### config.mk
export PLATFORM = sky130hd
export DESIGN_NAME = tws_slave_tx
export DESIGN_NICKNAME = d
export VERILOG_FILES = /design/src/hdl/tws_pkg.sv /design/src/hdl/tws_slave_tx.sv
export SDC_FILE = /design/constraint.sdc
export NUM_CORES = 1
export LEC_CHECK = 0
export BUFFER_PORTS_ARGS = -buffer_cell sky130_fd_sc_hd__clkbuf_2
export CAP_MARGIN = 30
export CELL_PAD_IN_SITES_DETAIL_PLACEMENT = 1
export CELL_PAD_IN_SITES_GLOBAL_PLACEMENT = 2
export CORE_MARGIN = 5
export CORE_UTILIZATION = 32
export DETAILED_ROUTE_END_ITERATION = 10
export MAX_ROUTING_LAYER = met4
export PLACE_DENSITY_LB_ADDON = 0.1
export SYNTH_ARGS = -nofsm -noshare
export SYNTH_HDL_FRONTEND = slang
export SYNTH_SLANG_ARGS = --single-unit
export TNS_END_PERCENT = 10
### constraint.sdc
create_clock -name core_clk_in -period 3.2 [get_ports core_clk_in]
set_input_delay 0.16 -clock core_clk_in [delete_from_list [all_inputs] [get_ports core_clk_in]]
set_output_delay 0.16 -clock core_clk_in [all_outputs]
set_load 0.005 [all_outputs]
### src/hdl/tws_pkg.sv
// shared constants and types of the two-wire slave transmitter block
package tws_pkg;
    // register byte offsets on the apb bus
    localparam logic [7:0] CTRL_OFS = 8'h00;
    localparam logic [7:0] STAT_OFS = 8'h04;
    localparam logic [7:0] DATA_OFS = 8'h08;
    localparam logic [7:0] ADDR_OFS = 8'h0C;
    // control register bit positions
    localparam int FLAG_BIT = 7;
    localparam int ACK_BIT = 6;
    localparam int STA_REQ_BIT = 5;
    localparam int STO_REQ_BIT = 4;
    localparam int EN_BIT = 2;
    // status register field positions
    localparam int CODE_LSB = 3;
    localparam int PRESC_LSB = 0;
    // address register: own address in 7:1, general call enable in 0
    localparam int OWN_LSB = 1;
    localparam int GCE_BIT = 0;
    // values after reset
    localparam logic [7:0] DATA_RST = 8'hFF;
    localparam logic [6:0] OWN_RST = 7'h00;
    localparam logic [1:0] PRESC_RST = 2'h0;
    // status codes, prescaler bits masked
    localparam logic [7:0] SC_BUS_ERR = 8'h00;
    localparam logic [7:0] SC_START = 8'h08;
    localparam logic [7:0] SC_RSTART = 8'h10;
    localparam logic [7:0] SC_OWN_RD = 8'hA8;
    localparam logic [7:0] SC_ARB_RD = 8'hB0;
    localparam logic [7:0] SC_DATA_ACK = 8'hB8;
    localparam logic [7:0] SC_DATA_NACK = 8'hC0;
    localparam logic [7:0] SC_LAST_ACK = 8'hC8;
    localparam logic [7:0] SC_NONE = 8'hF8;
    // general call address and bit counts
    localparam logic [6:0] GEN_CALL_ADDR = 7'h00;
    localparam logic [3:0] ADDR_BITS = 4'h8;
    localparam logic [3:0] DATA_LAST = 4'h7;
    // master condition phase timing
    localparam int CLK_NS = 10;
    localparam int T_PHASE_NS = 5000;
    localparam int PHASE_CYC = (T_PHASE_NS + CLK_NS - 1) / CLK_NS;
    localparam logic [9:0] PHASE_LD = 10'(PHASE_CYC - 1);
    // engine states
    typedef enum logic [3:0] {
        S_IDLE = 4'h0,
        S_ADDR = 4'h1,
        S_AACK = 4'h2,
        S_TX = 4'h3,
        S_TACK = 4'h4,
        S_HOLD = 4'h5,
        S_BERR = 4'h6,
        S_MSTART = 4'h7,
        S_MOWN = 4'h8,
        S_MRS = 4'h9,
        S_MRSH = 4'hA,
        S_MSTOP = 4'hB,
        S_MSTOPH = 4'hC
    } tws_state_type;
    // apb request and answer
    typedef struct packed {
        logic psel;
        logic penable;
        logic pwrite;
        logic [7:0] paddr;
        logic [31:0] pwdata;
    } tws_apb_req_type;
    typedef struct packed {
        logic pready;
        logic pslverr;
        logic [31:0] prdata;
    } tws_apb_rsp_type;
endpackage

### src/hdl/tws_slave_tx.sv
// two-wire slave transmitter engine with status codes and apb registers
//
// Notes on behaviour
// own address with read bit acknowledged: code A8, flag set
// addressed for read while waiting to be master: acknowledge, code B0
// data byte sent and acknowledged by master: code B8
// data byte sent and not acknowledged: code C0
// last byte sent, master still acknowledged: code C8
// software loads next byte, stop at 0, writes flag to continue
// ack enable 1 at load: normal byte, acknowledge expected
// ack enable 0 at load: last byte, not-acknowledge expected
// C0/C8 continue with ack enable 0: unaddressed, ignore all addresses
// with ack enable 1: unaddressed, own address, general call if enabled
// start request in C0/C8: start condition once bus is free
// status reads F8 whenever the flag is clear
// start or stop inside a frame: bus error, code 00, flag set
// software recovers by stop request plus flag write
// recovery: unaddressed, lines released, stop request cleared, no stop
// master places a repeated start between write and read phases
// after repeated start the device keeps the bus, never releases it
// software runs the whole combined access as one atomic sequence
// while flag is set the scl low period is stretched; in the bus error state scl is released
// status holds five code bits over two prescaler bits
// read direction enters slave transmit, write direction leaves it
// when unaddressed sda stays released, master reads all ones
//
// Our own choices: the register addresses and the APB slave port.
`timescale 1ns/1ns
module tws_slave_tx (
    // clock and reset
    input wire logic core_clk_in,
    input wire logic srst_in,
    // apb slave
    input wire tws_pkg::tws_apb_req_type apb_req_in,
    output tws_pkg::tws_apb_rsp_type apb_rsp_out,
    // two-wire bus pins
    input wire logic scl_in,
    input wire logic sda_in,
    output logic scl_out,
    output logic scl_oe_out,
    output logic sda_out,
    output logic sda_oe_out
);
    import tws_pkg::*;

    logic [1:0] scl_sync_r;
    logic [1:0] sda_sync_r;
    logic scl_d_r;
    logic sda_d_r;
    tws_apb_rsp_type rsp_r;
    logic flag_r;
    logic ack_en_r;
    logic sta_r;
    logic sto_r;
    logic en_r;
    logic go_r;
    logic busy_r;
    logic [1:0] presc_r;
    logic [7:0] data_r;
    logic [6:0] own_r;
    logic gce_r;
    logic [7:0] code_r;
    logic [7:0] code_nxt;
    tws_state_type state_r;
    tws_state_type state_nxt;
    logic [3:0] cnt_r;
    logic [3:0] cnt_nxt;
    logic [7:0] sh_r;
    logic [7:0] sh_nxt;
    logic ackd_r;
    logic ackd_nxt;
    logic last_r;
    logic last_nxt;
    logic rs_r;
    logic rs_nxt;
    logic [9:0] tmr_r;
    logic flag_set;
    logic sto_clr;
    logic scl_oe_r;
    logic sda_oe_r;
    logic line_low_r;
    logic [7:0] ctrl_rd;

    // synchronisers; the first stage feeds only the second
    always_ff @(posedge core_clk_in) begin
        if (srst_in) begin
            scl_sync_r <= 2'h3;
            sda_sync_r <= 2'h3;
            scl_d_r <= 1'b1;
            sda_d_r <= 1'b1;
        end else begin
            scl_sync_r <= {scl_sync_r[0], scl_in};
            sda_sync_r <= {sda_sync_r[0], sda_in};
            scl_d_r <= scl_sync_r[1];
            sda_d_r <= sda_sync_r[1];
        end
    end

    // bus edges and conditions
    wire scl_now = scl_sync_r[1];
    wire sda_now = sda_sync_r[1];
    wire scl_rise = scl_now & ~scl_d_r;
    wire scl_fall = ~scl_now & scl_d_r;
    wire start_det = scl_now & scl_d_r & sda_d_r & ~sda_now;
    wire stop_det = scl_now & scl_d_r & ~sda_d_r & sda_now;

    // apb decode
    wire acc = apb_req_in.psel & apb_req_in.penable;
    wire done = acc & rsp_r.pready;
    wire wr_ev = done & apb_req_in.pwrite;
    wire hit_ctrl = apb_req_in.paddr == CTRL_OFS;
    wire hit_stat = apb_req_in.paddr == STAT_OFS;
    wire hit_data = apb_req_in.paddr == DATA_OFS;
    wire hit_addr = apb_req_in.paddr == ADDR_OFS;
    wire mapped = hit_ctrl | hit_stat | hit_data | hit_addr;
    wire ctl_wr = wr_ev & hit_ctrl;
    wire [7:0] wd = apb_req_in.pwdata[7:0];
    wire clr_go = ctl_wr & wd[FLAG_BIT] & flag_r;

    // read views of the registers
    wire [4:0] code_view = flag_r ? code_r[7:3] : SC_NONE[7:3];
    wire [7:0] stat_rd = {code_view, 1'b0, presc_r};
    wire [7:0] addr_rd = {own_r, gce_r};
    wire [7:0] rd_byte = hit_ctrl ? ctrl_rd :
                         hit_stat ? stat_rd :
                         hit_data ? data_r :
                         hit_addr ? addr_rd : 8'h00;

    // control register layout, reserved bits zero
    always_comb begin
        ctrl_rd = 8'h00;
        ctrl_rd[FLAG_BIT] = flag_r;
        ctrl_rd[ACK_BIT] = ack_en_r;
        ctrl_rd[STA_REQ_BIT] = sta_r;
        ctrl_rd[STO_REQ_BIT] = sto_r;
        ctrl_rd[EN_BIT] = en_r;
    end

    // apb answer after one wait cycle
    always_ff @(posedge core_clk_in) begin
        if (srst_in) begin
            rsp_r <= '0;
        end else begin
            rsp_r.pready <= acc & ~rsp_r.pready;
            rsp_r.pslverr <= acc & ~rsp_r.pready & ~mapped;
            rsp_r.prdata <= {24'h000000, rd_byte};
        end
    end

    // software registers; hardware set of the flag wins over a clear
    always_ff @(posedge core_clk_in) begin
        if (srst_in) begin
            flag_r <= 1'b0;
            ack_en_r <= 1'b0;
            sta_r <= 1'b0;
            sto_r <= 1'b0;
            en_r <= 1'b0;
            go_r <= 1'b0;
            presc_r <= PRESC_RST;
            data_r <= DATA_RST;
            own_r <= OWN_RST;
            gce_r <= 1'b0;
        end else begin
            if (flag_set) begin
                flag_r <= 1'b1;
            end else if (clr_go) begin
                flag_r <= 1'b0;
            end
            if (ctl_wr) begin
                ack_en_r <= wd[ACK_BIT];
                sta_r <= wd[STA_REQ_BIT];
                en_r <= wd[EN_BIT];
            end
            if (ctl_wr) begin
                sto_r <= wd[STO_REQ_BIT];
            end else if (sto_clr) begin
                sto_r <= 1'b0;
            end
            go_r <= clr_go;
            if (wr_ev & hit_stat) begin
                presc_r <= wd[PRESC_LSB +: 2];
            end
            if (wr_ev & hit_data) begin
                data_r <= wd;
            end
            if (wr_ev & hit_addr) begin
                own_r <= wd[OWN_LSB +: 7];
                gce_r <= wd[GCE_BIT];
            end
        end
    end

    // address match and frame decode
    wire own_hit = sh_r[7:1] == own_r;
    wire gc_hit = gce_r & (sh_r[7:1] == GEN_CALL_ADDR);
    wire addr_hit = ack_en_r & sh_r[0] & (own_hit | gc_hit);
    wire in_frame = (state_r == S_ADDR) | (state_r == S_AACK) |
                    (state_r == S_TX) | (state_r == S_TACK);
    wire frame_edge = (state_r == S_ADDR) & (cnt_r == 4'h0);
    wire bus_err = in_frame & ~frame_edge & (start_det | stop_det);
    wire may_load = (code_r == SC_OWN_RD) | (code_r == SC_ARB_RD) |
                    (code_r == SC_DATA_ACK);
    wire tdone = tmr_r == 10'h000;

    // engine next state
    always_comb begin
        state_nxt = state_r;
        cnt_nxt = cnt_r;
        sh_nxt = sh_r;
        ackd_nxt = ackd_r;
        last_nxt = last_r;
        rs_nxt = rs_r;
        code_nxt = code_r;
        flag_set = 1'b0;
        sto_clr = 1'b0;
        case (state_r)
            S_IDLE: begin
                if (start_det) begin
                    state_nxt = S_ADDR;
                    cnt_nxt = 4'h0;
                end else if (sta_r & ~busy_r & ~flag_r) begin
                    state_nxt = S_MSTART;
                    rs_nxt = 1'b0;
                end
            end
            S_ADDR: begin
                if (start_det) begin
                    cnt_nxt = 4'h0;
                end else if (stop_det) begin
                    state_nxt = S_IDLE;
                end else if (scl_rise & (cnt_r != ADDR_BITS)) begin
                    sh_nxt = {sh_r[6:0], sda_now};
                    cnt_nxt = cnt_r + 4'h1;
                end else if (scl_fall & (cnt_r == ADDR_BITS)) begin
                    state_nxt = addr_hit ? S_AACK : S_IDLE;
                end
            end
            S_AACK: begin
                if (scl_fall) begin
                    flag_set = 1'b1;
                    code_nxt = sta_r ? SC_ARB_RD : SC_OWN_RD;
                    state_nxt = S_HOLD;
                end
            end
            S_HOLD: begin
                if (go_r & may_load) begin
                    sh_nxt = data_r;
                    last_nxt = ~ack_en_r;
                    cnt_nxt = 4'h0;
                    state_nxt = S_TX;
                end else if (go_r) begin
                    state_nxt = S_IDLE;
                end
            end
            S_TX: begin
                if (scl_fall & (cnt_r == DATA_LAST)) begin
                    state_nxt = S_TACK;
                end else if (scl_fall) begin
                    sh_nxt = {sh_r[6:0], 1'b1};
                    cnt_nxt = cnt_r + 4'h1;
                end
            end
            S_TACK: begin
                if (scl_rise) begin
                    ackd_nxt = ~sda_now;
                end else if (scl_fall) begin
                    flag_set = 1'b1;
                    state_nxt = S_HOLD;
                    if (~ackd_r) begin
                        code_nxt = SC_DATA_NACK;
                    end else if (last_r) begin
                        code_nxt = SC_LAST_ACK;
                    end else begin
                        code_nxt = SC_DATA_ACK;
                    end
                end
            end
            S_BERR: begin
                if (go_r) begin
                    state_nxt = S_IDLE;
                    sto_clr = 1'b1;
                end
            end
            S_MSTART: begin
                if (tdone) begin
                    flag_set = 1'b1;
                    code_nxt = rs_r ? SC_RSTART : SC_START;
                    state_nxt = S_MOWN;
                end
            end
            S_MOWN: begin
                if (go_r & sto_r) begin
                    state_nxt = S_MSTOP;
                end else if (go_r & sta_r) begin
                    state_nxt = S_MRS;
                end
            end
            S_MRS: begin
                if (tdone) begin
                    state_nxt = S_MRSH;
                end
            end
            S_MRSH: begin
                if (tdone & scl_now) begin
                    state_nxt = S_MSTART;
                    rs_nxt = 1'b1;
                end
            end
            S_MSTOP: begin
                if (tdone) begin
                    state_nxt = S_MSTOPH;
                end
            end
            S_MSTOPH: begin
                if (tdone) begin
                    state_nxt = S_IDLE;
                    sto_clr = 1'b1;
                end
            end
            default: begin
                state_nxt = S_IDLE;
            end
        endcase
        if (bus_err) begin
            state_nxt = S_BERR;
            flag_set = 1'b1;
            code_nxt = SC_BUS_ERR;
        end
        if (~en_r) begin
            state_nxt = S_IDLE;
            flag_set = 1'b0;
        end
    end

    // engine registers and phase timer
    always_ff @(posedge core_clk_in) begin
        if (srst_in) begin
            state_r <= S_IDLE;
            cnt_r <= 4'h0;
            sh_r <= 8'hFF;
            ackd_r <= 1'b0;
            last_r <= 1'b0;
            rs_r <= 1'b0;
            code_r <= SC_NONE;
            tmr_r <= PHASE_LD;
            busy_r <= 1'b0;
        end else begin
            state_r <= state_nxt;
            cnt_r <= cnt_nxt;
            sh_r <= sh_nxt;
            ackd_r <= ackd_nxt;
            last_r <= last_nxt;
            rs_r <= rs_nxt;
            code_r <= code_nxt;
            if (state_nxt != state_r) begin
                tmr_r <= PHASE_LD;
            end else if (!tdone) begin
                tmr_r <= tmr_r - 10'h001;
            end
            if (start_det) begin
                busy_r <= 1'b1;
            end else if (stop_det) begin
                busy_r <= 1'b0;
            end
        end
    end

    // line drive decode; idle and error states leave both lines free
    wire tx_low = (state_r == S_TX) & ~sh_r[7];
    wire sda_drv = (state_r == S_AACK) | tx_low | (state_r == S_MSTART) |
                   (state_r == S_MOWN) | (state_r == S_MSTOP) |
                   (state_r == S_MSTOPH);
    wire scl_drv = (state_r == S_HOLD) | (state_r == S_MOWN) |
                   (state_r == S_MRS) | (state_r == S_MSTOP);

    // pin output flops; driven level is always low
    always_ff @(posedge core_clk_in) begin
        if (srst_in) begin
            scl_oe_r <= 1'b0;
            sda_oe_r <= 1'b0;
            line_low_r <= 1'b0;
        end else begin
            scl_oe_r <= scl_drv & en_r;
            sda_oe_r <= sda_drv & en_r;
            line_low_r <= 1'b0;
        end
    end

    // outputs
    assign apb_rsp_out = rsp_r;
    assign scl_oe_out = scl_oe_r;
    assign sda_oe_out = sda_oe_r;
    assign scl_out = line_low_r;
    assign sda_out = line_low_r;
endmodule

==> results.md, run 1 <==
- The run finished with clean final reports.
- For this run, asynchronously set or reset flops after synthesis account for 0%.
- The total DRC errors in the routed layout is 0.
- STA classifies the critical path startpoint as a flip-flop.
- The maximum buffer depth of the clock tree is 2.
- The setup TNS is 0 ns.
- Dividing total power by cell area gives a power density of around 420 nW/um2.
- The library cell used most frequently in the layout, excluding fill and tap cells, is sky130_fd_sc_hd__dfxtp_1.
- Setup repair after global routing left no endpoint under its margin.
- The number of placement rows is 42.
- Entering global routing, the biggest net connects 31 pins.
- The cell area that synthesis handed to floorplanning was 4290 um2.
- The number of diodes added for antenna fixing is 0.
- The register bit count reported by yosys is between 70 and 80.
- The count of endpoints failing hold in the final timing report came to 0.
- The die is 126 um wide.
- The number of warnings issued by yosys is 0.
- The violation count after the first detailed-route iteration is approximately 220.
- The library cells used most frequently in the layout, excluding fill and tap cells, are sky130_fd_sc_hd__dfxtp_1, sky130_fd_sc_hd__nor2_1, sky130_fd_sc_hd__nand2_1, sky130_fd_sc_hd__clkbuf_2, sky130_fd_sc_hd__a21oi_1.
- The synthesized design contains 0 enable-type register cells.
- The total vias in the final route is roughly 3,800.
- The layout overhead on the synthesized area is 13.3%.
- Once the clock tree was built, the resizer swapped 0 gates to a different size.
- The wire length reported by the detailed router is between 10,000 and 15,000 um.
- Buffers inserted to repair hold after CTS numbered 2.
- The number of global-route vias before repair came to slightly below 4,000.
- The number of buffer and inverter instances along the worst setup path is 1.
- The slowest stage of the critical path is the sky130_fd_sc_hd__o311ai_4 cell.
- The kind of critical path is reg2reg.
- The remaining global-route overflow is 0.
- The synthesized netlist devotes around 1.2% of its cell area to adder and majority cells.
- The per-cell via count in the routed design is 5.18.
- The critical path capture point type is a flip-flop.
- The post-route clock skew is between 0.008 and 0.009 ns.
- The multiplexer share of the synthesized area is between 4 and 5%.
- The number of nets in the final layout is between 600 and 700.
- IR analysis of the VDD net gives a maximum drop of 220 uV.
- The count of buffers inserted at the top-level ports is 34.
- TritonCTS built the clock tree.
- The number of antenna violations at the first check in global routing was 0.
- The static power due to leakage is roughly 1.9 nW.
- The clock slew seen by the registers of the worst setup and hold paths is 0.06 ns.
- Along the worst path, the maximum fanout reaches 10.
- The first global-routing pass estimated 21,800 um of wire.
- The initial utilization of the core area, before any placement, comes to between 30 and 40%.
- The synthesized netlist devotes between 3 and 4% of its cell area to XOR and XNOR gates.
- The total chip power is roughly 2.1 mW.
- Traced cell by cell, the critical path runs through nor2b_1 > nand2_1 > o311ai_4 > buf_4 > nand3_1 > a221o_1 > a22oi_4 > and3b_1.
- The share of the clock period used by the worst path after layout is about 87%.
- The final number of setup-violating endpoints is 0.
- At the worst endpoint, the required time is 3.49 ns.
- During I/O placement, the number of pins put on the boundary was between 80 and 90.
- The share of the synthesized area in the top cell type is 35.9%.
- Buffers inserted during clock tree synthesis total 9.
- The last weighted congestion value of the routability-driven placer is roughly 0.8.
- The total clock sinks is a little under 80.
- At the later pin of the worst-skew pair, clock insertion delay measures around 0.34 ns.
- On the worst path, the slowest cell contributes a delay of around 0.56 ns.
- After clock tree synthesis, the setup repair step added 0 buffers.
- Of the cells placed in the final design, the portion with a size suffix greater than 1 is between 10% and 20%.
- Detailed placement finished with a half-perimeter wire length of around 9700 um.
- The fraction of the yosys area taken by sequential cells is a little over a third.
- The number of cells in the design after placement is between 700 and 800.
- The floorplan die area is about 16,000 um2.
- The number of pins exceeding their max-slew limit in the final report was 0.
- The largest family of logic cells by synthesized area is simple AND/OR/NAND/NOR gates.
- The first-pass iteration count of the detailed router is 4.
- The family of cells with the greatest summed delay on the critical path is compound AO/OA/AOI/OAI gates.
- After synthesis, the netlist uses just under 70 different library cells.
- Summing the areas of all and, or, nand and nor instances in the mapped netlist gives 27.7% of the synthesized area.
- The tree is rooted in a sky130_fd_sc_hd__clkbuf_16.
- After layout, the minimum clock period comes to ~2.8 ns.
- The cell taking the most area after synthesis is sky130_fd_sc_hd__dfxtp_1.
- Excluding fillers, the count of instances in the completed layout stands at between 700 and 800.
- In this run the remaining antenna-violating nets after routing total 0.
- The maximum level of the CTS H-tree is 3.
- The arrival time of the worst setup path is 3.07 ns.
- Yosys attributes the largest share of cell area to sky130_fd_sc_hd__dfxtp_1, sky130_fd_sc_hd__nor2_1, sky130_fd_sc_hd__buf_4.
- Max-cap violations in this run came to 0.
- The synthesized instance count is 524.
- The die span in y is 126 um.
- The area inside the core boundary is about 13,000 um2.
- The headroom to the max-slew limit is roughly two fifths.
- Averaged over all synthesized cells, the footprint is 8.19 um2.
- The most used flip-flop cell after synthesis is sky130_fd_sc_hd__dfxtp_1.
- The type of the tightest min-delay check is in2reg.
- In the final routed layout, each cell accounts on average for approximately 18 um.
- In the global route stage, overall resource usage came out at roughly 18%.
- Summing the areas of all compound-gate instances in the mapped netlist gives approximately a fifth of the synthesized area.
- Derived from the worst setup path, the maximum achievable clock frequency is ~0.36 GHz.
- At the pin with the least slew margin, the transition time is between 0.8 and 0.9 ns.
[layout make-up]
class                   instances  area, um2
well taps                     176        220
multi-input cells             405       2480
fillers                      1587       8330
flip-flops and latches         77       1540
inverters                      10       37.5
clock inverters                 4       23.8
clock buffers                  12        246
repair buffers                 52        310
[worst paths after layout]
kind                  start         endpoint  slack, ns  cells after the start
min reg2reg   scl_sync_r[0]    scl_sync_r[1]       0.41                      1
max              state_r[1]         tmr_r[2]       0.41                      8
min          apb_req_in[41]  apb_rsp_out[33]       0.06                      3
max reg2reg      state_r[1]         tmr_r[2]       0.41                      8
[flip-flops by register name, indices dropped and copies added (netlist names), 2 cells and up]
register / cells
apb_rsp_out: 10
cnt_r: 4
code_r: 5
data_r: 8
own_r: 7
presc_r: 2
scl_sync_r: 2
sda_sync_r: 2
sh_r: 8
state_r: 4
tmr_r: 10
[tightest hold or removal path: cells and delay by family]
family                 cells  cell delay [ns]
buffers and inverters      1             0.09
and+or+nand+nor            2             0.10
[per-stage QoR]
step / hold slack [ns] / util (%) / cell area, um2 / setup slack [ns]
after floorplan: 0.264 / - / 4390 / 0.857
after global placement: 0.344 / 34.6 / 4570 / 0.472
after detailed placement: 0.348 / 34.7 / 4570 / 0.455
after CTS: 0.0444 / 36.9 / 4860 / 0.400
after global routing: 0.0541 / 36.9 / 4860 / 0.262
final: 0.0578 / 36.9 / 4860 / 0.412
[Yosys cell counts (4+ instances only)]
cell type                   n
sky130_fd_sc_hd__inv_1     10
sky130_fd_sc_hd__dfxtp_1   77
sky130_fd_sc_hd__a311o_1    4
sky130_fd_sc_hd__or2_2      7
sky130_fd_sc_hd__a31oi_1    5
sky130_fd_sc_hd__nand3_1   16
sky130_fd_sc_hd__or3_1      6
sky130_fd_sc_hd__nand2b_1   7
sky130_fd_sc_hd__nor2b_1   11
sky130_fd_sc_hd__clkbuf_1  18
sky130_fd_sc_hd__mux2i_1   15
sky130_fd_sc_hd__xnor2_1   10
sky130_fd_sc_hd__nor4_1     7
sky130_fd_sc_hd__o21ai_0   16
sky130_fd_sc_hd__a211o_1   16
sky130_fd_sc_hd__and3_1    15
sky130_fd_sc_hd__buf_4     27
sky130_fd_sc_hd__nand2_1   50
sky130_fd_sc_hd__buf_2      8
sky130_fd_sc_hd__nor3b_1    4
sky130_fd_sc_hd__nor3_1    13
sky130_fd_sc_hd__nand4_1    5
sky130_fd_sc_hd__xor2_1     6
sky130_fd_sc_hd__a21oi_1   33
sky130_fd_sc_hd__ha_1       4
sky130_fd_sc_hd__nor2_1    63
[power breakdown]
part	internal, mW	switching (mW)	total (mW)
logic	0.0393	0.0687	0.108
registers	0.968	0.00940	0.978
clock network	0.545	0.422	0.966
[layer usage]
| layer | wire length, um | global-route usage (%) | up-vias | share of wire (%) |
|---|---|---|---|---|
| met2 | 6400 | 28.5 | 55 | 48 |
| li1 | - | - | 1881 | - |
| met4 | 214 | 5.87 | 0 | 1.6 |
| met5 | 0 | - | - | 0 |
| met1 | 6300 | 22.8 | 1864 | 48 |
| met3 | 324 | 2.54 | 16 | 2.4 |
[logic make-up (layout without fill, tap and decap cells)]
family          Yosys count  count (layout)
simple gates            228             228
compound gates          114             114
flops                    77              77
buf+inv                  67              78
mux                      17              17
xor+xnor                 16              16
fa+ha+maj                 4               4
other cells               1              26
(Power assumes the default switching activity.)
==> run 2: changes to the inputs <==
TNS_END_PERCENT = 100   (was 10)
clock period = 2.8 ns   (was 3.2 ns; I/O delays follow)
==> results.md, run 2 (synthesized netlist as in run 1, its figures left out) <==
- After layout, the worst path uses roughly 93% of the clock period.
- The number of gates resized after CTS was 0.
- The number of nets in the final layout is between 600 and 700.
- Relative to the synthesized area, the layout overhead comes to 15.8%.
- The number of antenna violations at the first check in global routing came to 0.
- The largest incremental delay on the critical path is between 0.3 and 0.4 ns.
- Dividing total power by cell area gives a power density of 500 nW/um2.
- The kind of critical path is reg2reg.
- The number of diodes added for antenna fixing is 0.
- The met2 global-route usage is between 20% and 30%.
- Once the floorplan was initialized, standard cells occupied ~33% of the core.
- The worst setup path is launched from a flip-flop.
- The headroom to the max-slew limit is 51.9%.
- The min-delay analysis places its worst path in the category in2reg.
- The post-route antenna net violation count is 0.
- Leaving out fill and tap cells, the most frequent cell in the layout is sky130_fd_sc_hd__dfxtp_1.
- The number of global-route vias before repair is around 4,000.
- met2 is the most crowded layer.
- The clock passes through at most 2 buffers.
- The total DRC errors in the routed layout is 0.
- The first routing iteration left 200 violations.
- Using the TritonRoute via totals, the vias-per-cell ratio works out to 5.24.
- The final number of setup-violating endpoints is 0.
- The detailed placer's ending HPWL is slightly above 10,000 um.
- After filler insertion, the fill cell instance count of the layout stands at 1,590.
- For met1 alone, demand over resource in global routing was 21.4%.
- The signal on the critical path passes through inv_1 > ha_1 > and2b_1 > and3b_1 > buf_4 > o31a_1 > a311oi_1 > nand4_1 > a22oi_4 > and3_1.
- In this run the worst path has a maximum fanout of 10.
- The total vias in the final route is 3,897.
- The count of placed standard cells in the final layout, fillers left out is around 740.
- The number of pins exceeding their max-slew limit in the final report is 0.
- In the layout the commonest cells are sky130_fd_sc_hd__dfxtp_1, sky130_fd_sc_hd__nor2_1, sky130_fd_sc_hd__nand2_1, sky130_fd_sc_hd__clkbuf_2, sky130_fd_sc_hd__a21oi_1.
- The flow ran to the end, and the final reports show no timing, DRC or antenna violations.
- The clock tree from TritonCTS is built.
- The upper clock frequency limit is just under 0.4 GHz.
- The clock slew seen by the registers of the worst setup and hold paths is 0.06 ns.
- The critical path's slowest cell is sky130_fd_sc_hd__a22oi_4.
- For the finished layout, the period the worst path requires is between 2 and 3 ns.
- The start point of the worst hold path is apb_req_in[41].
- The die is between 100 and 150 um wide.
- In this run the number of cells on the critical path is 10.
- The area inside the core boundary is between 10,000 and 15,000 um2.
- The setup TNS is 0 ns.
- Setup repair after global routing left no endpoint under its margin.
- Before CTS, the worst setup slack after placement is around 0.22 ns.
- The terminating pin of the worst hold path is apb_rsp_out[33].
- The static power due to leakage is 2.01 nW.
- The worst hold slack is between 0.03 and 0.04 ns.
- The standard cell area after detailed placement is around 4600 um2.
- Data on the critical path is required at its endpoint by 3.09 ns.
- STA classifies the critical path endpoint as a flip-flop.
- The count of endpoints failing hold in the final timing report is 0.
- The die is about 130 um tall.
- The number of placement rows is 42.
- The count of buffers inserted at the top-level ports is 34.
- The floorplan die area is about 16,000 um2.
- In the final layout, the share of cells above drive strength 1 is between 15 and 20%.
- Setup slack closes at approximately 0.2 ns.
- The clock latency reported for the late side of the worst-skew pair is 0.34 ns.
- The maximum level of the CTS H-tree is 3.
- The setup slack on the worst flop-to-flop path is about 0.2 ns.
- The wire length reported by the detailed router is roughly 13,000 um.
- Clock tree synthesis selected as its root buffer the cell sky130_fd_sc_hd__clkbuf_16.
- The total clock sinks is between 70 and 80.
- The number of placed instances, taps included, is approximately 730.
- Global routing used 17.4% of the available tracks.
- The sequential cells in the finished layout cover a total of approximately 1500 um2.
- The congestion estimate from routability-driven global placement came to ~0.83.
- For this run, global-route usage on met3 was measured as between 2 and 3%.
- The number of clock buffers inserted by TritonCTS is 9.
- In this run the critical register-to-register path is launched from tmr_r[0].
- The post-route clock skew is about 0.0065 ns.
- Counting cells, the worst reg-to-reg path comes to 10.
- The maximum number of pins on one net before global-route repair is 36.
- The number of buffer and inverter instances along the worst setup path is 2.
- At the pin with the least slew margin, the transition time is between 0.7 and 0.8 ns.
- The first-pass iteration count of the detailed router is 4.
- The cell family contributing the most delay on the critical path is compound AO/OA/AOI/OAI gates.
- The worst hold path was traced through 3 stages.
- The arrival time of the worst setup path is 2.89 ns.
- The global-route wire length before repair is ~21,000 um.
- Once layout is done, the placed cells without fillers occupy between 4000 and 5000 um2.
- In the final routed layout, each cell accounts on average for between 15 and 20 um.
- For this design the top-level I/O count stands at 85.
- Summing all multi-input logic gate instances after layout gives roughly 2500 um2.
- The tool flagged a number of max-cap violations equal to 0.
- The destination of the worst register-to-register timing path is tmr_r[3].
- The worst voltage drop across the vdd grid is 212 uV.
- After global routing the overflow that remains totals 0.
-- run 2: cell count changes in the layout (fill, tap and decap cells not counted) --
cell / previous run / this run
sky130_fd_sc_hd__buf_12: 0 / 1
sky130_fd_sc_hd__buf_4: 16 / 23
sky130_fd_sc_hd__bufinv_16: 0 / 2
sky130_fd_sc_hd__clkbuf_8: 1 / 0
sky130_fd_sc_hd__clkinv_2: 3 / 1
-- run 2: repair_timing --
item | CTS | global route
hold buffers | 2 | 0
hold endpoints to repair | 2 | 0
setup buffers | 0 | 0
setup endpoints to repair | 0 | 0
-- run 2: metal layers --
metal	up-vias	share of wire [%]
met5	-	0
met4	0	1.9
met3	19	2.6
met2	65	51
met1	1918	45
li1	1895	-
-- run 2: cell type report --
class,instances,area share (%)
multi-input combinational,405,49.9
sequential,77,31.0
timing repair buffer,60,7.70
clock buffer,11,4.68
tap,176,4.43
clock inverter,4,1.48
inverter,10,0.755
-- run 2: metrics by stage --
stage               power, mW  util (%)
floorplan                1.24         -
CTS                      2.52      37.7
detailed placement       1.26      35.2
finish                   2.48      37.7
global route             2.59      37.7
global placement         1.26      35.2
-- run 2: worst min-delay path, stage by stage --
cell                       delay, ns
sky130_fd_sc_hd__clkbuf_2       0.09
sky130_fd_sc_hd__nand2_1        0.05
sky130_fd_sc_hd__nor3_1         0.04
-- run 2: where the power goes --
group / switching [mW] / total, mW / internal (mW) / leakage, nW
logic: 0.0786 / 0.124 / 0.0458 / 1.23
clock network: 0.467 / 1.24 / 0.776 / 0.150
registers: 0.0101 / 1.12 / 1.11 / 0.624
-- run 2: worst max-delay path by stage --
stage                           to  slack, ns     start
after CTS                 tmr_r[3]       0.20  tmr_r[0]
after global routing      tmr_r[2]       0.02  tmr_r[1]
after global placement    tmr_r[2]       0.25  tmr_r[2]
after detailed placement  tmr_r[3]       0.22  tmr_r[0]
final                     tmr_r[3]       0.20  tmr_r[0]
after floorplan           tmr_r[2]       0.46  tmr_r[2]
